$ cat config.mk
export PLATFORM = sky130hd
export DESIGN_NAME = sbp_port
export DESIGN_NICKNAME = d
export VERILOG_FILES = /design/src/verilog/sbp_pkg.sv /design/src/verilog/sbp_sync.sv /design/src/verilog/sbp_port.sv
export SDC_FILE = /design/constraint.sdc
export NUM_CORES = 1
export LEC_CHECK = 0
export CORE_AREA = 3 3 59 61
export CTS_BUF_LIST = sky130_fd_sc_hd__clkbuf_8
export DETAILED_ROUTE_END_ITERATION = 16
export DIE_AREA = 0 0 62 64
export DONT_BUFFER_PORTS = 1
export PLACE_DENSITY_LB_ADDON = 0.12
export REMOVE_ABC_BUFFERS = 1
export SKIP_LAST_GASP = 1
export SYNTH_ARGS = -nofsm -noshare
export SYNTH_HDL_FRONTEND = slang
export SYNTH_SLANG_ARGS = --single-unit
$ cat constraint.sdc
create_clock -name pclk -period 2.05 [get_ports pclk]
set_input_delay 0.1025 -clock pclk [delete_from_list [all_inputs] [get_ports pclk]]
set_output_delay 0.1025 -clock pclk [all_outputs]
set_load 0.05 [all_outputs]
$ cat src/verilog/sbp_pkg.sv
// Purpose: shared constants and carriers for the six-bit port block
// Assumes: 32-bit apb, one word per register
// Notes:   printed offsets are not multiples of four, so they are indices
package sbp_pkg;
  localparam int          SBP_WIDTH        = 6;
  localparam logic [7:0]  SBP_IDX_DATA     = 8'h05;
  localparam logic [7:0]  SBP_IDX_DIR      = 8'h85;
  localparam logic [11:0] SBP_ADDR_DATA    = {2'b00, SBP_IDX_DATA, 2'b00};
  localparam logic [11:0] SBP_ADDR_DIR     = {2'b00, SBP_IDX_DIR, 2'b00};
  localparam int          SBP_OD_BIT       = 4;
  localparam int          SBP_SS_BIT       = 5;
  localparam logic [5:0]  SBP_DIR_RST      = 6'h3F;
  localparam logic [5:0]  SBP_LATCH_PWR    = 6'h00;

  typedef struct packed {
    logic [5:0] latch;
    logic [5:0] dir;
  } sbp_state_t;

  typedef struct packed {
    logic [5:0] o;
    logic [5:0] oe;
  } sbp_pins_t;
endpackage

$ cat src/verilog/sbp_sync.sv
// Purpose: two-flop synchroniser for the port pin inputs
// Assumes: pins are asynchronous to pclk
// Notes:   first stage read only by second stage
`timescale 1ns/100ps
`default_nettype none
module sbp_sync #(
  parameter int W = 6
) (
  input  wire logic         pclk,
  input  wire logic         presetn,
  input  wire logic [W-1:0] d,
  output logic      [W-1:0] q
);
  logic [W-1:0] meta_r;
  always_ff @(posedge pclk or negedge presetn) begin
    if (!presetn) begin
      meta_r <= '0;
      q      <= '0;
    end else begin
      meta_r <= d;
      q      <= meta_r;
    end
  end
endmodule
`default_nettype wire

$ cat src/verilog/sbp_port.sv
// Purpose: six-bit general-purpose port with data latch and direction register
// Assumes: apb slave, 32-bit data, zero wait states, pins synchronised here
// Notes:   presetn is the power-on or brown-out reset; other resets are separate
//
// Overview of operation
// - only bits 5..0 exist; bits 7 and 6 read zero.
// - latch undefined after power-on (this code loads SBP_LATCH_PWR, 6'h00); kept unchanged on other resets.
// - bit 4 is open drain, pulls low only, schmitt input.
// - bit 4 pin also feeds the timer0 external clock input.
// - bit 5 pin also feeds the serial port slave select.
// - reduced build omits bit 5 of data and direction, reading zero.
// - master clear and watchdog apply other-reset values.
// - master clear is active low; device stays in reset while low.
//
// Decided for this implementation: the APB slave port.
`timescale 1ns/100ps
`default_nettype none
module sbp_port #(
  parameter bit REDUCED = 1'b0
) (
  input  wire logic                pclk,
  input  wire logic                presetn,
  input  wire logic                master_clear_n,
  input  wire logic                watchdog_reset,
  input  wire logic                psel,
  input  wire logic                penable,
  input  wire logic                pwrite,
  input  wire logic [11:0]         paddr,
  input  wire logic [31:0]         pwdata,
  input  wire logic [3:0]          pstrb,
  output logic      [31:0]         prdata,
  output logic                     pready,
  output logic                     pslverr,
  input  wire logic [5:0]          pin_i,
  output sbp_pkg::sbp_pins_t       pins,
  output logic                     timer0_external_clock_in,
  output logic                     ssp_slave_select_n,
  output logic                     in_reset
);
  import sbp_pkg::*;

  sbp_state_t  st_r;
  sbp_state_t  st_nxt;
  logic [5:0]  pin_s;
  logic [1:0]  master_clear_n_sync_r;
  logic        wd_r;
  logic        other_rst;
  logic        acc;
  logic        hit_data;
  logic        hit_dir;
  logic [5:0]  impl;
  logic [31:0] rdata_nxt;

  // unused bit 5 is forced out of the design in the reduced build
  assign impl = REDUCED ? 6'h1F : 6'h3F;

  sbp_sync #(.W(SBP_WIDTH)) u_sync (
    .pclk    (pclk),
    .presetn (presetn),
    .d       (pin_i),
    .q       (pin_s)
  );

  // master clear arrives from a pin, so it is synchronised first
  always_ff @(posedge pclk or negedge presetn) begin
    if (!presetn) begin
      master_clear_n_sync_r <= 2'b00;
      wd_r        <= 1'b0;
    end else begin
      master_clear_n_sync_r <= {master_clear_n_sync_r[0], master_clear_n};
      wd_r        <= watchdog_reset;
    end
  end

  assign other_rst = !master_clear_n_sync_r[1] || wd_r;
  assign in_reset  = other_rst;

  assign acc      = psel && penable && !other_rst;
  assign hit_data = paddr == SBP_ADDR_DATA;
  assign hit_dir  = paddr == SBP_ADDR_DIR;
  assign pready   = 1'b1;
  assign pslverr  = psel && penable && !(hit_data || hit_dir);

  always_comb begin
    st_nxt = st_r;
    if (other_rst) begin
      st_nxt.dir = SBP_DIR_RST & impl;
    end else if (acc && pwrite && pstrb[0]) begin
      if (hit_data) begin
        st_nxt.latch = pwdata[5:0] & impl;
      end
      if (hit_dir) begin
        st_nxt.dir = pwdata[5:0] & impl;
      end
    end
  end

  // latch keeps its value on other resets; power-on value is a don't-care
  always_ff @(posedge pclk or negedge presetn) begin
    if (!presetn) begin
      st_r <= '{latch: SBP_LATCH_PWR, dir: SBP_DIR_RST};
    end else begin
      st_r <= st_nxt;
    end
  end

  always_comb begin
    rdata_nxt = 32'h0000_0000;
    if (psel && !pwrite) begin
      if (hit_data) begin
        rdata_nxt = {26'h0, pin_s & impl};
      end else if (hit_dir) begin
        rdata_nxt = {26'h0, st_r.dir & impl};
      end
    end
  end

  always_ff @(posedge pclk or negedge presetn) begin
    if (!presetn) begin
      prdata <= 32'h0000_0000;
    end else begin
      prdata <= rdata_nxt;
    end
  end

  always_comb begin
    pins.o  = st_r.latch;
    pins.oe = ~st_r.dir & impl;
    pins.o[SBP_OD_BIT]  = 1'b0;
    pins.oe[SBP_OD_BIT] = !st_r.dir[SBP_OD_BIT] && !st_r.latch[SBP_OD_BIT];
  end

  // both alternate inputs see the synchronised pin (slave select is tied high in the reduced build), so the consumers get a clean level
  // at the cost of two cycles of latency
  assign timer0_external_clock_in = pin_s[SBP_OD_BIT];
  assign ssp_slave_select_n       = REDUCED ? 1'b1 : pin_s[SBP_SS_BIT];

  // extra guards on bus answers, drive enables and reset handling
  a_ready_always: assert property (@(posedge pclk) disable iff (!presetn)
    pready == 1'b1)
    else $error("ready not high");
  a_dir_write: assert property (@(posedge pclk) disable iff (!presetn)
    (acc && pwrite && pstrb[0] && hit_dir) |=> st_r.dir == ($past(pwdata[5:0]) & impl))
    else $error("direction write lost");
  a_read_dir: assert property (@(posedge pclk) disable iff (!presetn)
    (psel && !pwrite && hit_dir) |=> prdata == {26'h0, $past(st_r.dir) & impl})
    else $error("direction read wrong");
  a_dir_unimpl: assert property (@(posedge pclk) disable iff (!presetn)
    (st_r.dir & ~impl) == 6'h00)
    else $error("unimplemented direction bit set");
  a_input_no_drive: assert property (@(posedge pclk) disable iff (!presetn)
    (pins.oe & st_r.dir) == 6'h00)
    else $error("input pin driven");
  a_od_release: assert property (@(posedge pclk) disable iff (!presetn)
    st_r.latch[SBP_OD_BIT] |-> !pins.oe[SBP_OD_BIT])
    else $error("open drain bit not released");
  a_ss_route: assert property (@(posedge pclk) disable iff (!presetn)
    !REDUCED |-> ssp_slave_select_n == pin_s[SBP_SS_BIT])
    else $error("slave select not routed");
  a_wd_reset: assert property (@(posedge pclk) disable iff (!presetn)
    wd_r |-> in_reset)
    else $error("watchdog not applied as reset");
  a_master_clear_n_release: assert property (@(posedge pclk) disable iff (!presetn)
    (master_clear_n_sync_r[1] && !wd_r) |-> !in_reset)
    else $error("reset held after release");
  a_err_unmapped: assert property (@(posedge pclk) disable iff (!presetn)
    (psel && penable && !hit_data && !hit_dir) |-> pslverr)
    else $error("unmapped access not refused");
  a_mapped_ok: assert property (@(posedge pclk) disable iff (!presetn)
    (psel && penable && hit_data) |-> !pslverr)
    else $error("mapped access refused");
  a_reduced_read: assert property (@(posedge pclk) disable iff (!presetn)
    REDUCED |-> !prdata[5])
    else $error("bit 5 reads one in reduced build");

  a_dir_reset_ones: assert property (@(posedge pclk) disable iff (!presetn)
    other_rst |=> st_r.dir == (SBP_DIR_RST & impl))
    else $error("direction not all ones after reset");
  a_latch_kept: assert property (@(posedge pclk) disable iff (!presetn)
    other_rst |=> st_r.latch == $past(st_r.latch))
    else $error("latch changed during other reset");
  a_latch_write: assert property (@(posedge pclk) disable iff (!presetn)
    (acc && pwrite && pstrb[0] && hit_data) |=> st_r.latch == ($past(pwdata[5:0]) & impl))
    else $error("latch write lost");
  a_read_pins: assert property (@(posedge pclk) disable iff (!presetn)
    (psel && !pwrite && hit_data) |=> prdata == {26'h0, $past(pin_s) & impl})
    else $error("data read not pin levels");
  a_upper_zero: assert property (@(posedge pclk) disable iff (!presetn)
    prdata[31:6] == 26'h0)
    else $error("upper bits not zero");
  a_od_no_high: assert property (@(posedge pclk) disable iff (!presetn)
    pins.oe[SBP_OD_BIT] |-> (pins.o[SBP_OD_BIT] == 1'b0 && !st_r.latch[SBP_OD_BIT]))
    else $error("open drain bit drives high");
  a_drive_dir: assert property (@(posedge pclk) disable iff (!presetn)
    (pins.oe[3:0] == ~st_r.dir[3:0]) && (pins.o[3:0] == st_r.latch[3:0]))
    else $error("pin drive mismatches direction");
  a_reduced_zero: assert property (@(posedge pclk) disable iff (!presetn)
    REDUCED |-> (!st_r.dir[5] && !pins.oe[5]))
    else $error("bit 5 present in reduced build");
  a_t0_route: assert property (@(posedge pclk) disable iff (!presetn)
    timer0_external_clock_in == pin_s[SBP_OD_BIT])
    else $error("timer0 clock not routed");
  a_master_clear_n_hold: assert property (@(posedge pclk) disable iff (!presetn)
    (!master_clear_n [*3]) |-> in_reset)
    else $error("not in reset while master clear low");
endmodule
`default_nettype wire

* Word level (Yosys, flattened, before mapping)
Cells that the tools add are included.
** Word-level totals
- Bits in registers :: 59
- Latch bits :: 0
- Bits in writable memories :: 0
- Memory bits (read-only) :: 0
- Input port bits :: 61
- Output and inout port bits :: 49
- Logic and storage cells :: 36
- Memories kept :: 0
** Cells by class
- Add/sub/neg operators :: 0
- Multipliers :: 0
- Divide/modulo/power cells :: 0
- $lt $le $gt $ge :: 0
- Eq/ne operators :: 2
- Shift-type cells :: 0
- Mux-type cells :: 6
- Bitwise gates (word level) :: 2
- Reductions and logical operators :: 19
** Operators with widths (number)
- $mux 32 :: 2
- $mux 6 :: 4
- $eq 12x10->1 const B :: 1
- $eq 12x5->1 const B :: 1
- $logic_and 1x1->1 :: 7
- $logic_not 1->1 :: 6
- $not 6->6 :: 1
- $reduce_bool 2->1 :: 2
- $reduce_and 3->1 :: 1
- $logic_or 1x1->1 :: 2
- $reduce_and 2->1 :: 1
- $not 1->1 :: 1

* Longest topological paths before layout
- Depth after elaboration :: 8
- Gate-level depth with buffers :: 6
- Depth with buffers taken out :: 4

* By module
From an unflattened synthesis, not the netlist that was laid out.
** Second synthesis, totals
- Cell total of the unflattened synthesis :: 130
- Area total of the unflattened synthesis :: 1550.2 sq um
** By module, submodules not included
- sbp_port :: instances 1, cells each 118, area each 1249.9 sq um, sequential area each 533.0 sq um
- sbp_sync :: instances 1, cells each 12, area each 300.3 sq um, sequential area each 300.3 sq um

* Worst setup path after synthesis
OpenSTA, ideal clock, no wires.
- Path type :: reg2reg
- Start :: register wd_r
- End :: register st_r (netlist bit pins[11])
- Library setup time :: 125 ps
- Arrival time :: 1523 ps
- Data required time :: 1925 ps
- Path slack :: 402 ps
- Cell stages (with the launch flop) :: 7
- Buffers on the path :: 2
- Clock period less this slack :: 1648 ps
- Cells stage by stage :: dfrtp_1 > nand2b_1 > buf_4 > nor3_4 > and2_4 > buf_12 > mux2_4
** Between the ends
- Longest elaborated chain between the ends :: 6
- Elaborated cells on any way between the ends :: 7
- Classes of those cells :: bitwise: 1; reduce/logical: 6
** RTL lines
- from (decl) :: RTL line sbp_port.sv:46 : logic wd_r;
- from (signal assigned) :: RTL line sbp_port.sv:71 : wd_r <= watchdog_reset;
- $logic_or 1x1->1 * :: RTL line sbp_port.sv:75 : assign other_rst = !master_clear_n_sync_r[1] || wd_r;
- via in_reset :: RTL line sbp_port.sv:38 : output logic in_reset
- $logic_not 1->1 :: RTL line sbp_port.sv:78 : assign acc = psel && penable && !other_rst;
- $logic_and 1x1->1 :: RTL line sbp_port.sv:78
- $logic_and 1x1->1 (2 in a row) :: RTL line sbp_port.sv:88 : end else if (acc && pwrite && pstrb[0]) begin
- $reduce_and 3->1 (no line) *
- to (signal assigned) :: RTL line sbp_port.sv:101 : st_r <= '{latch: SBP_LATCH_PWR, dir: SBP_DIR_RST};
- to (signal assigned) :: RTL line sbp_port.sv:103 : st_r <= st_nxt;
- to (decl) :: RTL line sbp_port.sv:42 : sbp_state_t st_r;
The timed path passes the listed nets; every way through them passes the cells marked *.
A chain may end at the register's enable or synchronous reset.

* Final worst setup path
- Start :: register wd_r
- End :: register st_r[10] (netlist name)
** Between the ends
- Longest elaborated chain between the ends :: 6
- Elaborated cells on any way between the ends :: 7
- Classes of those cells :: bitwise: 1; reduce/logical: 6
** RTL lines (RTL line)
- $logic_or 1x1->1 * :: sbp_port.sv:75
- $logic_not 1->1 :: sbp_port.sv:78
- $logic_and 1x1->1 :: sbp_port.sv:78
- $logic_and 1x1->1 (2 in a row) :: sbp_port.sv:88
- $reduce_and 3->1 (no line) *
Every way passes the cells marked *; elsewhere a longest branch is shown, timed or not.

==> metrics <==
Nets 206; CP Max Fanout 7; I/O Buffers 0; vias post-DR ~910; cts repair resizes 0; diodes inserted 0; Total GRT Usage 14.9%; Rows 20; clock skew a little under 0.008 ns; Unique masters post-synth 26; post-synthesis sequential area ratio between 50% and 60%; initial core utilization about half; FF-to-FF path depth 4; Tcrit/Tclk final 80.8%; sequential power share around 46%; Synth Register Bits 33; area grow syn2layout 11.0%; total core area 3030 um^2; mux contribution to synthesized area under 10%; Setup CP Type reg -> reg; crit-path cells nand2b_1, nor3_4, and2_4, mux2_4; CTS tree built; Synth area leader dfrtp_1; Final ANT Viol Nets 0; Post-Route WL approximately 2.8 mm; met1 WL around 1 mm; Final Hold Vio Count 0; CP arrival ~1.8 ns; Hold Path Sink prdata[2]; drc violations 0; Logic pwr share 12.5%; Startpoint Class flop; DR WL met3 roughly 270 um; max-slew violations 0; Worst path max stage delay 0.36 ns; clk slew on worst S/H paths 0.07 ns; post-synthesis xor/xnor area fraction 0%; fillers 261; top cells by area, synth dfrtp_1 (44%), buf_4 (16%), dfstp_2 (10%); H-tree depth 2; post-synthesis compound-gate area fraction 7.67%; main combinational cell family by area after synthesis buffers and inverters; final core occ between 50% and 60%; Top-Level Pins 110; Crit path required time between 2 and 2.5 ns; Switching Fraction 26.1%; start point of the worst hold path psel; top sig layer met4; setup_tns 0 ns; P per Cell Area 860 nW/um^2; Final Critical Period 1.66 ns; Post-Synthesis Cell Area around 1600 um^2; die area 3970 um^2; area of the multi-input gates between 500 and 600 um^2; achievable clock frequency 604 MHz; largest net degree at the start of global routing 34; ys flop type dfrtp_1; CTS buffer count 5; Power Total between 1 and 1.5 mW; gpl congestion just under 0.7; Clock Path Buffers 2; post-synthesis simple-gate area fraction approximately an eighth; max_cap viols 0; die width 62 um; initial antenna violation count 0; Crit. End Element flop; DR WL/cell between 10 and 15 um; Final setup viols 0; launching point of the worst reg2reg path wd_r; Post-CTS Setup Inserts 0; clock sink total 33; Avg Inst Size Synth 11.9 um^2; CTS root buffer clkbuf_8; Reg area roughly 830 um^2; dpl ws 0.419 ns; power share of the clock group 41.6%; layout cells sized above 1 19.2%; CTS Hold Buffers Added 16; cell with the most instances after synthesis buf_4; number of DRC markers after the initial detailed-route iteration 39; slowest CP cell nor3_4; HPWL after DPL 2.08 mm; drt pass-1 iters 4; Mapped Cells 130; Internal Power 1.09 mW; DR vias/cell 4.80; Pleak 0.822 nW; Setup WS post-layout 0.394 ns; Post-synth top cells buf_4 (34), dfrtp_1 (27), nand2_1 (8); number of flops mapped to enable cells by yosys 0; post-synth top area share 43.6%; Synth Warn # 0; r2r endpoint st_r[10]; Hold Path Depth 2; Post-Synth Adder-Cell Area 0%; HP Class in -> reg; clock latency on the worst-skew pair about 0.28 ns; vias in the first global route 920; Die H between 60 and 70 um; first-pass GRT wire length 4.18 mm; asr flop ratio synth 100%; RSZ-0062 raised after global routing no; run status complete, no violations; sw power 0.387 mW; total gr overflow 0; Max IR drop VDD about 0.8 mV; r2r setup slk 0.39 ns; met2 routed WL 1.52 mm
-- power groups by stage --
stage	Clock [mW]	Combinational [mW]	Sequential, mW
floorplan	0	0.136	0.689
global placement	0	0.142	0.690
detailed placement	0	0.142	0.691
CTS	0.629	0.185	0.679
global route	0.661	0.196	0.679
finish	0.615	0.185	0.679
-- final cells by class --
| cell class | instances | area share, % |
|---|---|---|
| Inverter | 5 | 1.09 |
| Clock inverter | 2 | 1.96 |
| Tap cell | 44 | 3.20 |
| Sequential cell | 33 | 48.4 |
| Clock buffer | 6 | 4.80 |
| Multi-Input combinational cell | 81 | 29.3 |
| Timing Repair Buffer | 19 | 11.2 |
-- sequential cells by signal (all words and copies together), names as in the netlist --
register / cells
u_sync.meta_r: 6
u_sync.q: 6
wd_r: 1
pins: 5
master_clear_n_sync_r: 2
st_r: 7
prdata: 6
-- kinds of logic after synthesis --
group / Yosys count
AOI/OAI and AO/OA: 19
buffers and inverters: 42
DFF: 33
muxes: 6
other: 2
and+or+nand+nor: 28
-- stage by stage --
| step | hold WS (ns) | instance area [um^2] | instances |
|---|---|---|---|
| 2_1_floorplan | -0.193 | 1360 | 119 |
| 3_3_place_gp | -0.192 | 1430 | 166 |
| 3_5_place_dp | -0.193 | 1430 | 166 |
| 4_1_cts | 0.150 | 1720 | 190 |
| 5_1_grt | 0.157 | 1720 | 190 |
| 6_report | 0.143 | 1720 | 190 |
-- worst max-delay path by stage --
| stage | endpoint | depth (start not counted) | from |
|---|---|---|---|
| final | st_r[10] | 4 | wd_r |
| after floorplan | pins[11] | 4 | wd_r |
| after CTS | st_r[10] | 4 | wd_r |
| after global placement | pins[9] | 4 | wd_r |
| after global routing | st_r[10] | 4 | wd_r |
| after detailed placement | st_r[10] | 4 | wd_r |
-- cells in the final DEF, fill, tap and decap left out --
cell,n
a22oi_1,6
a31oi_1,7
and2_4,1
and3_1,1
and3_2,1
buf_12,1
buf_4,3
bufinv_16,1
clkbuf_8,6
conb_1,28
dfrtp_1,27
dfstp_2,6
dlygate4sd3_1,15
inv_1,6
mux2_4,6
nand2_1,8
nand2b_1,2
nand3_1,1
nor2_1,7
nor3_4,1
nor3b_1,1
nor4_4,1
nor4b_1,1
nor4b_4,1
nor4bb_1,1
o21ai_0,6
or3_1,1
-- worst max-delay path, delay by kind of cell, from the launching register on --
family	cells	cell delay (ns)
multiplexers	1	0.31
flip-flops	1	0.35
AND/OR/NAND/NOR	3	0.89
-- layer usage --
layer  up-vias  GRT usage (%)
li1        403              -
met1       443           16.2
met2        62           25.1
met3         4           5.86
met4         0           5.57
met5         -              0
(Power assumes the default switching activity.)
